==> config.mk <==
export PLATFORM = sky130hd
export DESIGN_NAME = irqx_ctrl
export DESIGN_NICKNAME = d
export VERILOG_FILES = /design/src/irqx_pkg.sv /design/src/irqx_ctrl.sv
export SDC_FILE = /design/constraint.sdc
export NUM_CORES = 1
export LEC_CHECK = 0
export BUFFER_PORTS_ARGS = -buffer_cell sky130_fd_sc_hd__buf_2
export CELL_PAD_IN_SITES_DETAIL_PLACEMENT = 0
export CELL_PAD_IN_SITES_GLOBAL_PLACEMENT = 1
export CORE_MARGIN = 2
export CORE_UTILIZATION = 40
export CTS_BUF_LIST = sky130_fd_sc_hd__clkbuf_2
export DETAILED_ROUTE_END_ITERATION = 6
export PLACE_DENSITY = 0.87
export SYNTH_ARGS = -nofsm -noshare
export SYNTH_HDL_FRONTEND = slang
export SYNTH_SLANG_ARGS = --single-unit
==> constraint.sdc <==
create_clock -name hclk -period 7.6 [get_ports hclk]
set_clock_uncertainty 0.15 [all_clocks]
set_input_delay 0 -clock hclk [delete_from_list [all_inputs] [get_ports hclk]]
set_output_delay 0 -clock hclk [all_outputs]
set_load 0.01 [all_outputs]
==> src/irqx_pkg.sv <==
package irqx_pkg;

	// ---------------------------------------------------------------
	// Register indices and bus byte addresses
	// ---------------------------------------------------------------
	localparam logic [15:0] IDX_LVL   = 16'h7f05;
	localparam logic [15:0] IDX_EXCL  = 16'h7f08;
	localparam logic [15:0] IDX_EXCH  = 16'h7f09;
	localparam logic [15:0] IDX_ISTAT = 16'h7f0e;
	localparam logic [15:0] IDX_IMASK = 16'h7f0f;
	localparam logic [31:0] A_LVL     = {14'h0000, IDX_LVL, 2'b00};
	localparam logic [31:0] A_EXCL    = {14'h0000, IDX_EXCL, 2'b00};
	localparam logic [31:0] A_EXCH    = {14'h0000, IDX_EXCH, 2'b00};
	localparam logic [31:0] A_ISTAT   = {14'h0000, IDX_ISTAT, 2'b00};
	localparam logic [31:0] A_IMASK   = {14'h0000, IDX_IMASK, 2'b00};

	// ---------------------------------------------------------------
	// Field positions
	// ---------------------------------------------------------------
	localparam int B_OSC_FLG  = 7;
	localparam int B_OSC_EN   = 6;
	localparam int B_BAD_FLG  = 5;
	localparam int B_BAD_EN   = 4;
	localparam int B_ODD_FLG  = 3;
	localparam int B_ODD_EN   = 2;
	localparam int B_UND_FLG  = 1;
	localparam int B_UND_EN   = 0;
	localparam int B_U1_FLG   = 7;
	localparam int B_U1_EN    = 6;
	localparam int B_U0_MIR   = 5;
	localparam int B_U0_EN    = 4;
	localparam int B_U1_MASK  = 3;
	localparam int B_U0_MASK  = 2;
	localparam int B_RELOC    = 0;

	// ---------------------------------------------------------------
	// Reset values, vectors, levels
	// ---------------------------------------------------------------
	localparam logic [7:0]  RST_LVL   = 8'h00;
	localparam logic [7:0]  RST_EXCL  = 8'h00;
	localparam logic [7:0]  RST_EXCH  = 8'h00;
	localparam logic [3:0]  RST_EVT   = 4'h0;
	localparam logic [15:0] VEC_BASE  = 16'h8030;
	localparam logic [15:0] VEC_STEP  = 16'h0004;
	localparam logic [15:0] VEC_EXC   = 16'h8080;
	localparam logic [2:0]  LVL_EXC   = 3'h4;
	localparam logic [2:0]  LVL_NONE  = 3'h0;

	typedef struct packed {
		logic osc_stop;
		logic bad_addr;
		logic odd_word;
		logic undef_op;
	} irqx_evt_t;

	typedef struct packed {
		logic        wr;
		logic [31:0] addr;
	} irqx_aph_t;

	typedef enum logic [1:0] {
		BUS_IDLE = 2'b00,
		BUS_WR   = 2'b01,
		BUS_RDW  = 2'b11,
		BUS_RD   = 2'b10
	} irqx_bus_t;

endpackage : irqx_pkg

==> src/irqx_ctrl.sv <==
// Behaviour
// - Bits 7:6 set level of vector 803C
// - Bits 5:4 set level of vector 8038
// - Bits 3:2 set level of vector 8034
// - Bits 1:0 set level of vector 8030
// - Exception registers writable only when unlocked
// - Low exception register flag/enable bit layout
// - Clock stop sets flag when enabled
// - Stop enable starts RC oscillator, detector
// - Out-of-memory access sets address error flag
// - Word access to odd address sets flag
// - Undefined opcode execution sets its flag
// - Flags stay set until software writes zero
// - Flag and enable request vector 8080
// - High register mirrors UART0 request, enable
// - Mask control picks global enable gating
// - Nothing accepted without global interrupt enable, except UART0 request with mask control clear
// - Accept only levels above current level; UART0 request ignores current level
module irqx_ctrl
	import irqx_pkg::*;
(
	input  wire logic        hclk,
	input  wire logic        hresetn,
	input  wire logic        hsel,
	input  wire logic [31:0] haddr,
	input  wire logic [1:0]  htrans,
	input  wire logic        hwrite,
	input  wire logic [2:0]  hsize,
	input  wire logic [31:0] hwdata,
	input  wire logic        hready,
	output logic      [31:0] hrdata,
	output logic             hreadyout,
	output logic             hresp,
	input  wire logic        exception_write_unlock,
	input  wire logic        global_interrupt_enable,
	input  wire logic [2:0]  current_level,
	input  wire logic [3:0]  vec_req,
	input  wire logic        osc_halt_pin,
	input  wire logic        bad_address_evt,
	input  wire logic        odd_word_evt,
	input  wire logic        undefined_opcode_evt,
	input  wire logic        uart_zero_req,
	output logic             lowrc_run,
	output logic             int_take,
	output logic      [15:0] int_vector,
	output logic      [2:0]  int_level,
	output logic             irq
);

	// ---------------------------------------------------------------
	// Declarations
	// ---------------------------------------------------------------
	irqx_bus_t   bus_ff,    nxt_bus;
	irqx_aph_t   aph_ff,    nxt_aph;
	logic [31:0] rdata_ff,  nxt_rdata;
	logic [7:0]  lvl_ff,    nxt_lvl;
	logic [7:0]  excl_ff,   nxt_excl;
	logic [7:0]  exch_ff,   nxt_exch;
	irqx_evt_t   istat_ff,  nxt_istat;
	irqx_evt_t   imask_ff,  nxt_imask;
	logic        take_ff,   nxt_take;
	logic [15:0] vec_ff,    nxt_vec;
	logic [2:0]  ilvl_ff,   nxt_ilvl;
	logic        halt_s1_ff;
	logic        halt_s2_ff;
	logic        wr_en;
	logic        wr_lvl;
	logic        wr_excl;
	logic        wr_exch;
	logic        wr_istat;
	logic        wr_imask;
	logic [7:0]  wd;
	irqx_evt_t   evt;
	logic [7:0]  rmux;
	logic        aphase;
	wire logic [3:0] nxt_flag;
	wire logic [3:0] nxt_stat;

	// ---------------------------------------------------------------
	// Bus slave
	// ---------------------------------------------------------------
	// Reads take one wait state so that hrdata comes from a flop and
	// still reflects a write that completed in the previous cycle.
	assign aphase    = hsel & htrans[1] & hready;
	assign hreadyout = (bus_ff != BUS_RDW);
	assign hresp     = 1'b0;
	assign hrdata    = rdata_ff;
	assign wd        = hwdata[7:0];
	assign wr_en     = (bus_ff == BUS_WR);
	assign wr_lvl    = wr_en & (aph_ff.addr == A_LVL);
	assign wr_istat  = wr_en & (aph_ff.addr == A_ISTAT);
	assign wr_imask  = wr_en & (aph_ff.addr == A_IMASK);
	assign wr_excl   = wr_en & exception_write_unlock & (aph_ff.addr == A_EXCL);
	assign wr_exch   = wr_en & exception_write_unlock & (aph_ff.addr == A_EXCH);

	always_comb begin
		case (aph_ff.addr)
			A_LVL:   rmux = lvl_ff;
			A_EXCL:  rmux = excl_ff;
			A_EXCH:  rmux = exch_ff;
			A_ISTAT: rmux = {4'h0, istat_ff};
			A_IMASK: rmux = {4'h0, imask_ff};
			default: rmux = 8'h00;
		endcase
	end

	always_comb begin
		nxt_bus   = bus_ff;
		nxt_aph   = aph_ff;
		nxt_rdata = rdata_ff;
		case (bus_ff)
			BUS_RDW: begin
				nxt_rdata = {24'h000000, rmux};
				nxt_bus   = BUS_RD;
			end
			BUS_IDLE, BUS_WR, BUS_RD: begin
				if (aphase) begin
					nxt_aph.wr   = hwrite;
					nxt_aph.addr = {haddr[31:2], 2'b00};
					nxt_bus      = hwrite ? BUS_WR : BUS_RDW;
				end else begin
					nxt_bus = BUS_IDLE;
				end
			end
			default: nxt_bus = BUS_IDLE;
		endcase
	end

	always_ff @(posedge hclk or negedge hresetn) begin
		if (!hresetn) begin
			bus_ff   <= BUS_IDLE;
			aph_ff   <= '0;
			rdata_ff <= 32'h00000000;
		end else begin
			bus_ff   <= nxt_bus;
			aph_ff   <= nxt_aph;
			rdata_ff <= nxt_rdata;
		end
	end

	// ---------------------------------------------------------------
	// Clock stop detector input synchroniser
	// ---------------------------------------------------------------
	always_ff @(posedge hclk or negedge hresetn) begin
		if (!hresetn) begin
			halt_s1_ff <= 1'b0;
			halt_s2_ff <= 1'b0;
		end else begin
			halt_s1_ff <= osc_halt_pin;
			halt_s2_ff <= halt_s1_ff;
		end
	end

	// ---------------------------------------------------------------
	// Exception and level registers
	// ---------------------------------------------------------------
	always_comb begin
		evt.osc_stop = halt_s2_ff & excl_ff[B_OSC_EN];
		evt.bad_addr = bad_address_evt;
		evt.odd_word = odd_word_evt;
		evt.undef_op = undefined_opcode_evt;
	end

	always_comb begin
		nxt_lvl   = lvl_ff;
		nxt_excl  = excl_ff;
		nxt_exch  = exch_ff;
		nxt_istat = istat_ff;
		nxt_imask = imask_ff;
		if (wr_lvl) begin
			nxt_lvl = wd;
		end
		if (wr_excl) begin
			nxt_excl[B_OSC_EN] = wd[B_OSC_EN];
			nxt_excl[B_BAD_EN] = wd[B_BAD_EN];
			nxt_excl[B_ODD_EN] = wd[B_ODD_EN];
			nxt_excl[B_UND_EN] = wd[B_UND_EN];
		end
		nxt_excl[B_OSC_FLG] = nxt_flag[3];
		nxt_excl[B_BAD_FLG] = nxt_flag[2];
		nxt_excl[B_ODD_FLG] = nxt_flag[1];
		nxt_excl[B_UND_FLG] = nxt_flag[0];
		// UART1 and relocation bits kept only as storage; reserved bit 1 held at zero
		if (wr_exch) begin
			nxt_exch[B_U1_FLG]  = wd[B_U1_FLG];
			nxt_exch[B_U1_EN]   = wd[B_U1_EN];
			nxt_exch[B_U0_EN]   = wd[B_U0_EN];
			nxt_exch[B_U1_MASK] = wd[B_U1_MASK];
			nxt_exch[B_U0_MASK] = wd[B_U0_MASK];
			nxt_exch[B_RELOC]   = wd[B_RELOC];
		end
		// read-only mirror of the UART request
		nxt_exch[B_U0_MIR] = uart_zero_req;
		nxt_exch[1]        = 1'b0;
		nxt_istat = nxt_stat;
		if (wr_imask) begin
			nxt_imask = wd[3:0];
		end
	end

	always_ff @(posedge hclk or negedge hresetn) begin
		if (!hresetn) begin
			lvl_ff   <= RST_LVL;
			excl_ff  <= RST_EXCL;
			exch_ff  <= RST_EXCH;
			istat_ff <= RST_EVT;
			imask_ff <= RST_EVT;
		end else begin
			lvl_ff   <= nxt_lvl;
			excl_ff  <= nxt_excl;
			exch_ff  <= nxt_exch;
			istat_ff <= nxt_istat;
			imask_ff <= nxt_imask;
		end
	end

	// ---------------------------------------------------------------
	// Sticky flag cells
	// ---------------------------------------------------------------
	// zero write clears, event wins
	irqx_flag_next #(.CLR_VAL(1'b0)) u_osc_flag (
		.cur  (excl_ff[B_OSC_FLG]),
		.hit  (evt.osc_stop),
		.wr   (wr_excl),
		.wbit (wd[B_OSC_FLG]),
		.nxt  (nxt_flag[3])
	);

	irqx_flag_next #(.CLR_VAL(1'b0)) u_bad_flag (
		.cur  (excl_ff[B_BAD_FLG]),
		.hit  (evt.bad_addr),
		.wr   (wr_excl),
		.wbit (wd[B_BAD_FLG]),
		.nxt  (nxt_flag[2])
	);

	irqx_flag_next #(.CLR_VAL(1'b0)) u_odd_flag (
		.cur  (excl_ff[B_ODD_FLG]),
		.hit  (evt.odd_word),
		.wr   (wr_excl),
		.wbit (wd[B_ODD_FLG]),
		.nxt  (nxt_flag[1])
	);

	irqx_flag_next #(.CLR_VAL(1'b0)) u_und_flag (
		.cur  (excl_ff[B_UND_FLG]),
		.hit  (evt.undef_op),
		.wr   (wr_excl),
		.wbit (wd[B_UND_FLG]),
		.nxt  (nxt_flag[0])
	);

	// Status bits clear on a written one
	irqx_flag_next #(.CLR_VAL(1'b1)) u_osc_stat (
		.cur  (istat_ff.osc_stop),
		.hit  (evt.osc_stop),
		.wr   (wr_istat),
		.wbit (wd[3]),
		.nxt  (nxt_stat[3])
	);

	irqx_flag_next #(.CLR_VAL(1'b1)) u_bad_stat (
		.cur  (istat_ff.bad_addr),
		.hit  (evt.bad_addr),
		.wr   (wr_istat),
		.wbit (wd[2]),
		.nxt  (nxt_stat[2])
	);

	irqx_flag_next #(.CLR_VAL(1'b1)) u_odd_stat (
		.cur  (istat_ff.odd_word),
		.hit  (evt.odd_word),
		.wr   (wr_istat),
		.wbit (wd[1]),
		.nxt  (nxt_stat[1])
	);

	irqx_flag_next #(.CLR_VAL(1'b1)) u_und_stat (
		.cur  (istat_ff.undef_op),
		.hit  (evt.undef_op),
		.wr   (wr_istat),
		.wbit (wd[0]),
		.nxt  (nxt_stat[0])
	);

	// enable runs RC oscillator and detector
	assign lowrc_run = excl_ff[B_OSC_EN];
	assign irq       = |(istat_ff & imask_ff);

	// ---------------------------------------------------------------
	// Request selection toward the core
	// ---------------------------------------------------------------
	always_comb begin
		logic [2:0] lv;
		logic       exc_req;
		logic       uart_ok;
		lv       = LVL_NONE;
		exc_req  = 1'b0;
		uart_ok  = 1'b0;
		nxt_take = 1'b0;
		nxt_vec  = 16'h0000;
		nxt_ilvl = LVL_NONE;
		for (int i = 0; i < 4; i++) begin
			lv = {1'b0, lvl_ff[2*i +: 2]};
			// enable and threshold; strict compare keeps lower vector
			if (vec_req[i] && (lv != LVL_NONE) && global_interrupt_enable &&
				(lv > current_level) && (lv > nxt_ilvl)) begin
				nxt_take = 1'b1;
				nxt_ilvl = lv;
				nxt_vec  = VEC_BASE + 16'(VEC_STEP * 16'(i));
			end
		end
		exc_req = (excl_ff[B_OSC_FLG] & excl_ff[B_OSC_EN]) |
			(excl_ff[B_BAD_FLG] & excl_ff[B_BAD_EN]) |
			(excl_ff[B_ODD_FLG] & excl_ff[B_ODD_EN]) |
			(excl_ff[B_UND_FLG] & excl_ff[B_UND_EN]);
		uart_ok = exch_ff[B_U0_MIR] & exch_ff[B_U0_EN] &
			(~exch_ff[B_U0_MASK] | global_interrupt_enable);
		if ((exc_req && global_interrupt_enable && (LVL_EXC > current_level)) || uart_ok) begin
			nxt_take = 1'b1;
			nxt_ilvl = LVL_EXC;
			nxt_vec  = VEC_EXC;
		end
	end

	always_ff @(posedge hclk or negedge hresetn) begin
		if (!hresetn) begin
			take_ff <= 1'b0;
			vec_ff  <= 16'h0000;
			ilvl_ff <= LVL_NONE;
		end else begin
			take_ff <= nxt_take;
			vec_ff  <= nxt_vec;
			ilvl_ff <= nxt_ilvl;
		end
	end

	assign int_take   = take_ff;
	assign int_vector = vec_ff;
	assign int_level  = ilvl_ff;

endmodule : irqx_ctrl

// ---------------------------------------------------------------
// Sticky flag next-value cell
// ---------------------------------------------------------------
// An event beats a same-cycle clear, so a racing write never
// loses a fault; the flop itself stays in the parent.
module irqx_flag_next #(
	parameter logic CLR_VAL = 1'b0
) (
	input  wire logic cur,
	input  wire logic hit,
	input  wire logic wr,
	input  wire logic wbit,
	output logic      nxt
);

	logic cleared;

	always_comb begin
		cleared = cur;
		if (wr && (wbit == CLR_VAL)) begin
			cleared = 1'b0;
		end
		nxt = cleared | hit;
	end

endmodule : irqx_flag_next

# [Word-level counts from Yosys, hierarchy flattened]
# Cells that the tools add are included.
[totals] regBits=93 latchBits=0 mem_bits_rw=0 mem_bits_ro=0 inputBits=88 output_inout_bits=56 elab_cells=134 mem_count=0
[classes] n_addsub=0 n_mul=0 div_mod_pow=0 n_lt_le_gt_ge=9 n_eq_ne=9 shifts=0 n_mux=27 bitwise_logic=33 reduce_logical=35
[op_table] operator="$eq 30x15->1 const B" count=5
[op_table] operator="$mux 16" count=5
[op_table] operator="$pmux 8 s5" count=1
[op_table] operator="$logic_and 1x1->1" count=26
[op_table] operator="$gt 2x3->1" count=7
[op_table] operator="$and 1x1->1" count=15
[op_table] operator="$mux 1" count=13
[op_table] operator="$mux 3" count=4
[op_table] operator="$or 1x1->1" count=12
[op_table] operator="$reduce_bool 2->1" count=4
[op_table] operator="$mux 2" count=3
[op_table] operator="$not 1->1" count=5
[op_table] operator="$and 4x4->4" count=1
[op_table] operator="$eq 2x2->1 const B" count=2
[op_table] operator="$pmux 2 s2" count=1
[op_table] operator="$reduce_or 4->1" count=1
[op_table] operator="$gt 3x3->1 const A" count=1
[op_table] operator="$reduce_or 3->1" count=1
[op_table] operator="$eq 2x1->1 const B" count=1
[op_table] operator="$gt 2x1->1 const B" count=1
[op_table] operator="$logic_not 2->1" count=1
[op_table] operator="$ne 2x2->1 const B" count=1
[op_table] operator="$reduce_and 2->1" count=1
[op_table] operator="$logic_or 1x1->1" count=1

# [Longest topological paths before layout]
[depth] ltp_word=16 mapped_depth=23 depth_no_buf=23

# [Hierarchy]
# Synthesis repeated with hierarchy kept, for this count alone.
[hier_totals] cells_unflattened=361 hier_area_um2=4204.0
[by_module_without_submodules] mod="irqx_ctrl" n_inst=1 cells_per_inst=345 area_per_inst_um2=4103.9 seq_area_each_um2=2026.9
[by_module_without_submodules] mod="irqx_flag_next (u_bad_flag ...)" n_inst=4 cells_per_inst=2 area_per_inst_um2=13.8 seq_area_each_um2=0.0
[by_module_without_submodules] mod="irqx_flag_next (u_bad_stat ...)" n_inst=4 cells_per_inst=2 area_per_inst_um2=11.3 seq_area_each_um2=0.0

# [Least setup slack after synthesis]
# OpenSTA, ideal clock, no wires.
[synth_timing] path_kind="register to register" from="register lvl_ff[1]" to="register ilvl_ff[0] (netlist: int_level[0])" setup_time_ns=0.140 arrival_time_ns=5.119 t_required_ns=7.310 path_slack_ns=2.191 stages_incl_launch_ff=23 n_path_buf=0 period_less_slack_ns=5.409 cell_sequence="dfrtp_1 ha_1 a21boi_0 o2111ai_1 nor2_1 inv_1 ha_1 a22oi_1 o21ai_0 nor4_1 mux2i_1 inv_1 ha_1 a22oi_1 o21ai_0 nor3_1 mux2_2 ha_1 a22oi_1 o21ai_0 or3_1 nand4_1 o221ai_1"
[synth_via] elab_chain_cells=16 word_cells_on_any_way=18 cone_classes="order compare (5); mux (5); reduce/logical (8)"
[synth_lines] element="start, declared" line_no="irqx_ctrl.sv:56" source="logic [7:0] lvl_ff, nxt_lvl;"
[synth_lines] element="start signal, assigned" line_no="irqx_ctrl.sv:209" source="lvl_ff <= nxt_lvl;"
[synth_lines] element="parallel branches: the longest is 5 deep, another holds $gt 2x3->1"
[synth_lines] element="$mux 2 *" line_no="irqx_ctrl.sv:306" source="if (vec_req[i] && (lv != LVL_NONE) && global_interrupt_enable &&"
[synth_lines] element="$gt 2x3->1" line_no="irqx_ctrl.sv:307" source="(lv > current_level) && (lv > nxt_ilvl)) begin"
[synth_lines] element="$logic_and 1x1->1" line_no="irqx_ctrl.sv:307"
[synth_lines] element="$mux 3 *" line_no="irqx_ctrl.sv:306"
[synth_lines] element="$gt 2x3->1" line_no="irqx_ctrl.sv:307"
[synth_lines] element="$logic_and 1x1->1" line_no="irqx_ctrl.sv:307"
[synth_lines] element="$mux 3 *" line_no="irqx_ctrl.sv:306"
[synth_lines] element="$gt 2x3->1" line_no="irqx_ctrl.sv:307"
[synth_lines] element="$logic_and 1x1->1" line_no="irqx_ctrl.sv:307"
[synth_lines] element="$mux 3 *" line_no="irqx_ctrl.sv:306"
[synth_lines] element="$mux 3 *" line_no="irqx_ctrl.sv:319" source="if ((exc_req && global_interrupt_enable && (LVL_EXC > current_level)) || uart_ok) begin"
[synth_lines] element="named net nxt_ilvl[0]" line_no="irqx_ctrl.sv:63" source="logic [2:0] ilvl_ff, nxt_ilvl;"
[synth_lines] element="end signal, assigned" line_no="irqx_ctrl.sv:334" source="ilvl_ff <= nxt_ilvl;"
[synth_lines] element="end, declared" line_no="irqx_ctrl.sv:63"
# Mark *: on every way through the listed nets, which the timed path passes.
# A chain may end at the register's enable or synchronous reset.

# [Worst setup path in the final report]
[layout_timing] from="input global_interrupt_enable" to="register vec_ff[5] (netlist: int_vector[5])"
[layout_via] elab_chain_cells=14 word_cells_on_any_way=28 cone_classes="order compare (3); mux (8); bitwise (2); reduce/logical (15)"
[layout_lines] element="start, declared" line_no="irqx_ctrl.sv:35" source="input wire logic global_interrupt_enable,"
[layout_lines] element="$logic_and 1x1->1 (2 in series)" line_no="irqx_ctrl.sv:306"
[layout_lines] element="$logic_and 1x1->1" line_no="irqx_ctrl.sv:307"
[layout_lines] element="$mux 2" line_no="irqx_ctrl.sv:306"
[layout_lines] element="$gt 2x3->1" line_no="irqx_ctrl.sv:307"
[layout_lines] element="$logic_and 1x1->1" line_no="irqx_ctrl.sv:307"
[layout_lines] element="$mux 3" line_no="irqx_ctrl.sv:306"
[layout_lines] element="$gt 2x3->1" line_no="irqx_ctrl.sv:307"
[layout_lines] element="$logic_and 1x1->1" line_no="irqx_ctrl.sv:307"
[layout_lines] element="$mux 3" line_no="irqx_ctrl.sv:306"
[layout_lines] element="$gt 2x3->1" line_no="irqx_ctrl.sv:307"
[layout_lines] element="$logic_and 1x1->1" line_no="irqx_ctrl.sv:307"
[layout_lines] element="$mux 16" line_no="irqx_ctrl.sv:306"
[layout_lines] element="$mux 16 *" line_no="irqx_ctrl.sv:319"
[layout_lines] element="end signal, assigned" line_no="irqx_ctrl.sv:333" source="vec_ff <= nxt_vec;"
[layout_lines] element="end, declared" line_no="irqx_ctrl.sv:62" source="logic [15:0] vec_ff, nxt_vec;"
# Every way passes the cells marked *; elsewhere a longest branch is shown, timed or not.

==> flow_summary.json <==
{
  "status": "finished with violations",
  "violations": "hold timing",
  "hold_path_class": "in2async",
  "fmax_mhz": 147.6,
  "overflow": 0,
  "hold_ws_ns": -0.01594,
  "postSynthAreaPerCell_um2": 11.35,
  "rsz0062_at_grt": "false",
  "pwr-share-clk": 0.270,
  "io_pins": 144,
  "synth.area.top_cells": "dfrtp_1 49%, mux2_2 14%, buf_4 6.7%",
  "worstMarginPinSlew_ns": 1.007,
  "clockBufferDepth": 2,
  "combPwrFrac": 0.166,
  "leakage_nw": 2.566,
  "root_buffer": "clkbuf_2",
  "drive_gt1_frac": 0.2879,
  "initial_core_util": 0.4072,
  "worstSetupPathType": "in2reg",
  "yosys_warnings": 0,
  "path_max_fanout": 7,
  "synth_edf_count": 0,
  "place_hpwl_mm": 6.542,
  "wl_mm": 9.813,
  "slew-limit-headroom": 0.3284,
  "core_area_um2": 10230,
  "ir_drop_mv": 0.09778,
  "die_w_um": 106.1,
  "yosys-top-cells-count": "81 x dfrtp_1, 53 x mux2_2, 37 x buf_4, 17 x a21oi_1",
  "r2r_start": "lvl_ff[1]",
  "initialDrtViolationCount": 139,
  "async_flop_share": 1.000,
  "dieArea_um2": 11250,
  "firstDrtPassIters": 4,
  "grt_first_pass_wirelength_mm": 16.25,
  "hold_viol": 12,
  "num_rows": 37,
  "syn-cell-area_um2": 4166,
  "placed_area_um2": 4552,
  "r2r_cells": 23,
  "area_delta_synth_final_pct": 32.70,
  "cpMaxStageDelayCell": "nor4_1",
  "critPathTopFamily": "simple AND/OR/NAND/NOR gates",
  "port_buffers": 78,
  "crit_path_end_kind": "flip-flop",
  "synth_area_leader_cell": "dfrtp_1",
  "clkTransAtPathRegs_ns": 0.23,
  "grt_usage": 0.1831,
  "globalplace.congestion": 0.8546,
  "ff2ff_setup_slack_ns": 0.87,
  "antenna_cells": 0,
  "setup_viol": 0,
  "cp-startpoint": "global_interrupt_enable",
  "synth_cell_types": 47,
  "cp.depth": 25,
  "yosysSeqAreaShare": 0.4865,
  "clock_sinks": 81,
  "p_int_w": 0.0006287,
  "antenna_found_initial": 0,
  "cts_setup_buffers": 0,
  "fin_crit_ns": 6.774,
  "grt_pass1_vias": 3383,
  "layoutNonFillerInstCount": 671,
  "clk_latency_ns": 0.54,
  "required_ns": 7.95,
  "yosysMostFrequentCell": "dfrtp_1",
  "seqPwrFrac": 0.564,
  "final_antenna_net_count": 0,
  "setup_slack_ns": 0.8257,
  "post_cts_resized": 0,
  "drv_cap": 0,
  "min_period_over_period": 0.8914,
  "swShare": 0.2782,
  "fin_tns_setup_ns": 0,
  "slowest_delay_ns": 0.66,
  "grt_max_degree": 82,
  "yosysTopAreaCellShare": 0.4865,
  "vias": 3312,
  "cts_hold_buf": 86,
  "cp-start-kind": "input port",
  "syn_inst": 367,
  "cts_tree": "built",
  "dpl_worst_slack_ns": 1.415,
  "critPathBufInv": 6,
  "numCtsBuffers": 9,
  "placed_cells": 569,
  "htreeDepth": 3,
  "slew_violations": 0,
  "finish.instance_area_um2": 5529,
  "drt-wirelength-per-cell_um": 14.62,
  "die_h_um": 106.1,
  "power_w": 0.0008711,
  "synth_ff_type": "dfrtp_1",
  "netSwitchingPower_w": 0.0002424,
  "vias_per_cell": 4.936,
  "drc": 0,
  "p_per_area_nw_per_um2": 157.5,
  "layout.nets": 632,
  "synth-seq-cells": 81,
  "cp.arrival_ns": 7.13
}
## path summary, 6_finish.rpt
check                                     end
worst max register to register  int_vector[5]
worst min register to register     halt_s2_ff
min in group hclk                  aph_ff[14]
max in group asynchronous           hrdata[1]
worst max-delay path            int_vector[5]
worst min-delay path            int_vector[3]
## sequential cells by signal (all words and copies together), names as in the netlist
register	cells
imask_ff	4
int_take	1
exch_ff	7
bus_ff	2
lvl_ff	8
halt_s2_ff	1
aph_ff	30
int_level	2
halt_s1_ff	1
int_vector	5
hrdata	8
excl_ff	8
istat_ff	4
## logic make-up (layout without fill, tap and decap cells)
logic type,after synthesis,count (layout),share of synthesized area
other,1,35,0.0009000
AND/OR/NAND/NOR,88,88,0.1204
buffers and inverters,63,197,0.09039
multiplexers,63,63,0.1673
AO/OA/AOI/OAI,57,57,0.09249
adder cells (fa/ha/maj),14,14,0.04204
flip-flops,81,81,0.4865
## routing by layer
layer  share of wire  track usage
met2            0.52       0.3295
met3           0.039      0.03127
met5               0            0
met1            0.43       0.2224
met4           0.013      0.05921
## cells in the final DEF (no fill, tap or decap), types with 3 or more instances in the layout
cell type / netlist / final
nor3_1: 8 / 8
mux2i_1: 10 / 10
nor2_1: 16 / 16
nand3_1: 5 / 5
clkbuf_2: 0 / 10
inv_1: 16 / 16
a21oi_1: 17 / 16
dlygate4sd3_1: 0 / 86
nor4_1: 4 / 4
o21ai_0: 5 / 5
buf_2: 1 / 77
mux2_2: 53 / 53
a21o_1: 3 / 3
conb_1: 1 / 35
nor2b_1: 7 / 7
o211ai_1: 3 / 3
and3_1: 4 / 4
nand3b_1: 4 / 4
nand4_1: 8 / 8
a22oi_1: 10 / 10
o31ai_1: 4 / 4
nand2_1: 15 / 15
or3_1: 5 / 5
dfrtp_1: 81 / 81
ha_1: 14 / 14
## worst reg2reg max path, cell delays in order, from the launching register on
cell and delay (ns):
dfrtp_1 0.51, ha_1 0.31, a21boi_0 0.19, o2111ai_1 0.19
nor2_1 0.16, inv_1 0.06, ha_1 0.29, a22oi_1 0.14
o21ai_0 0.10, nor4_1 0.66, mux2i_1 0.41, inv_1 0.08
ha_1 0.29, a22oi_1 0.17, o21ai_0 0.10, nor3_1 0.61
mux2_2 0.41, ha_1 0.29, a22oi_1 0.13, o21ai_0 0.13
nor3_1 0.37, nor2_1 0.13, a31oi_1 0.22, dlygate4sd3_1 0.57
## layout make-up
class,count,area (um2)
multi-input cells,257,1894
repair buffers,165,1261
fillers,897,4702
clock buffers,10,50.05
inverters,16,60.06
clock inverters,6,66.31
well taps,136,170.2
flip-flops and latches,81,2027
## stage by stage
stage / hold slack [ns] / utilization
2_1_floorplan: -0.4456 / -
3_3_place_gp: -0.04126 / 0.4449
3_5_place_dp: -0.04028 / 0.4449
4_1_cts: 0.003499 / 0.5404
5_1_grt: 0.005787 / 0.5404
6_report: -0.01594 / 0.5404
## power groups by stage
stage	Clock, W	Combinational, W	Sequential [W]
after floorplan	0	0.0000849	0.000486
after global placement	0	0.0000997	0.000497
after detailed placement	0	0.000103	0.000499
after CTS	0.000238	0.000143	0.000491
after global routing	0.000262	0.000158	0.000498
final	0.000235	0.000144	0.000492
(Power assumes the default switching activity.)
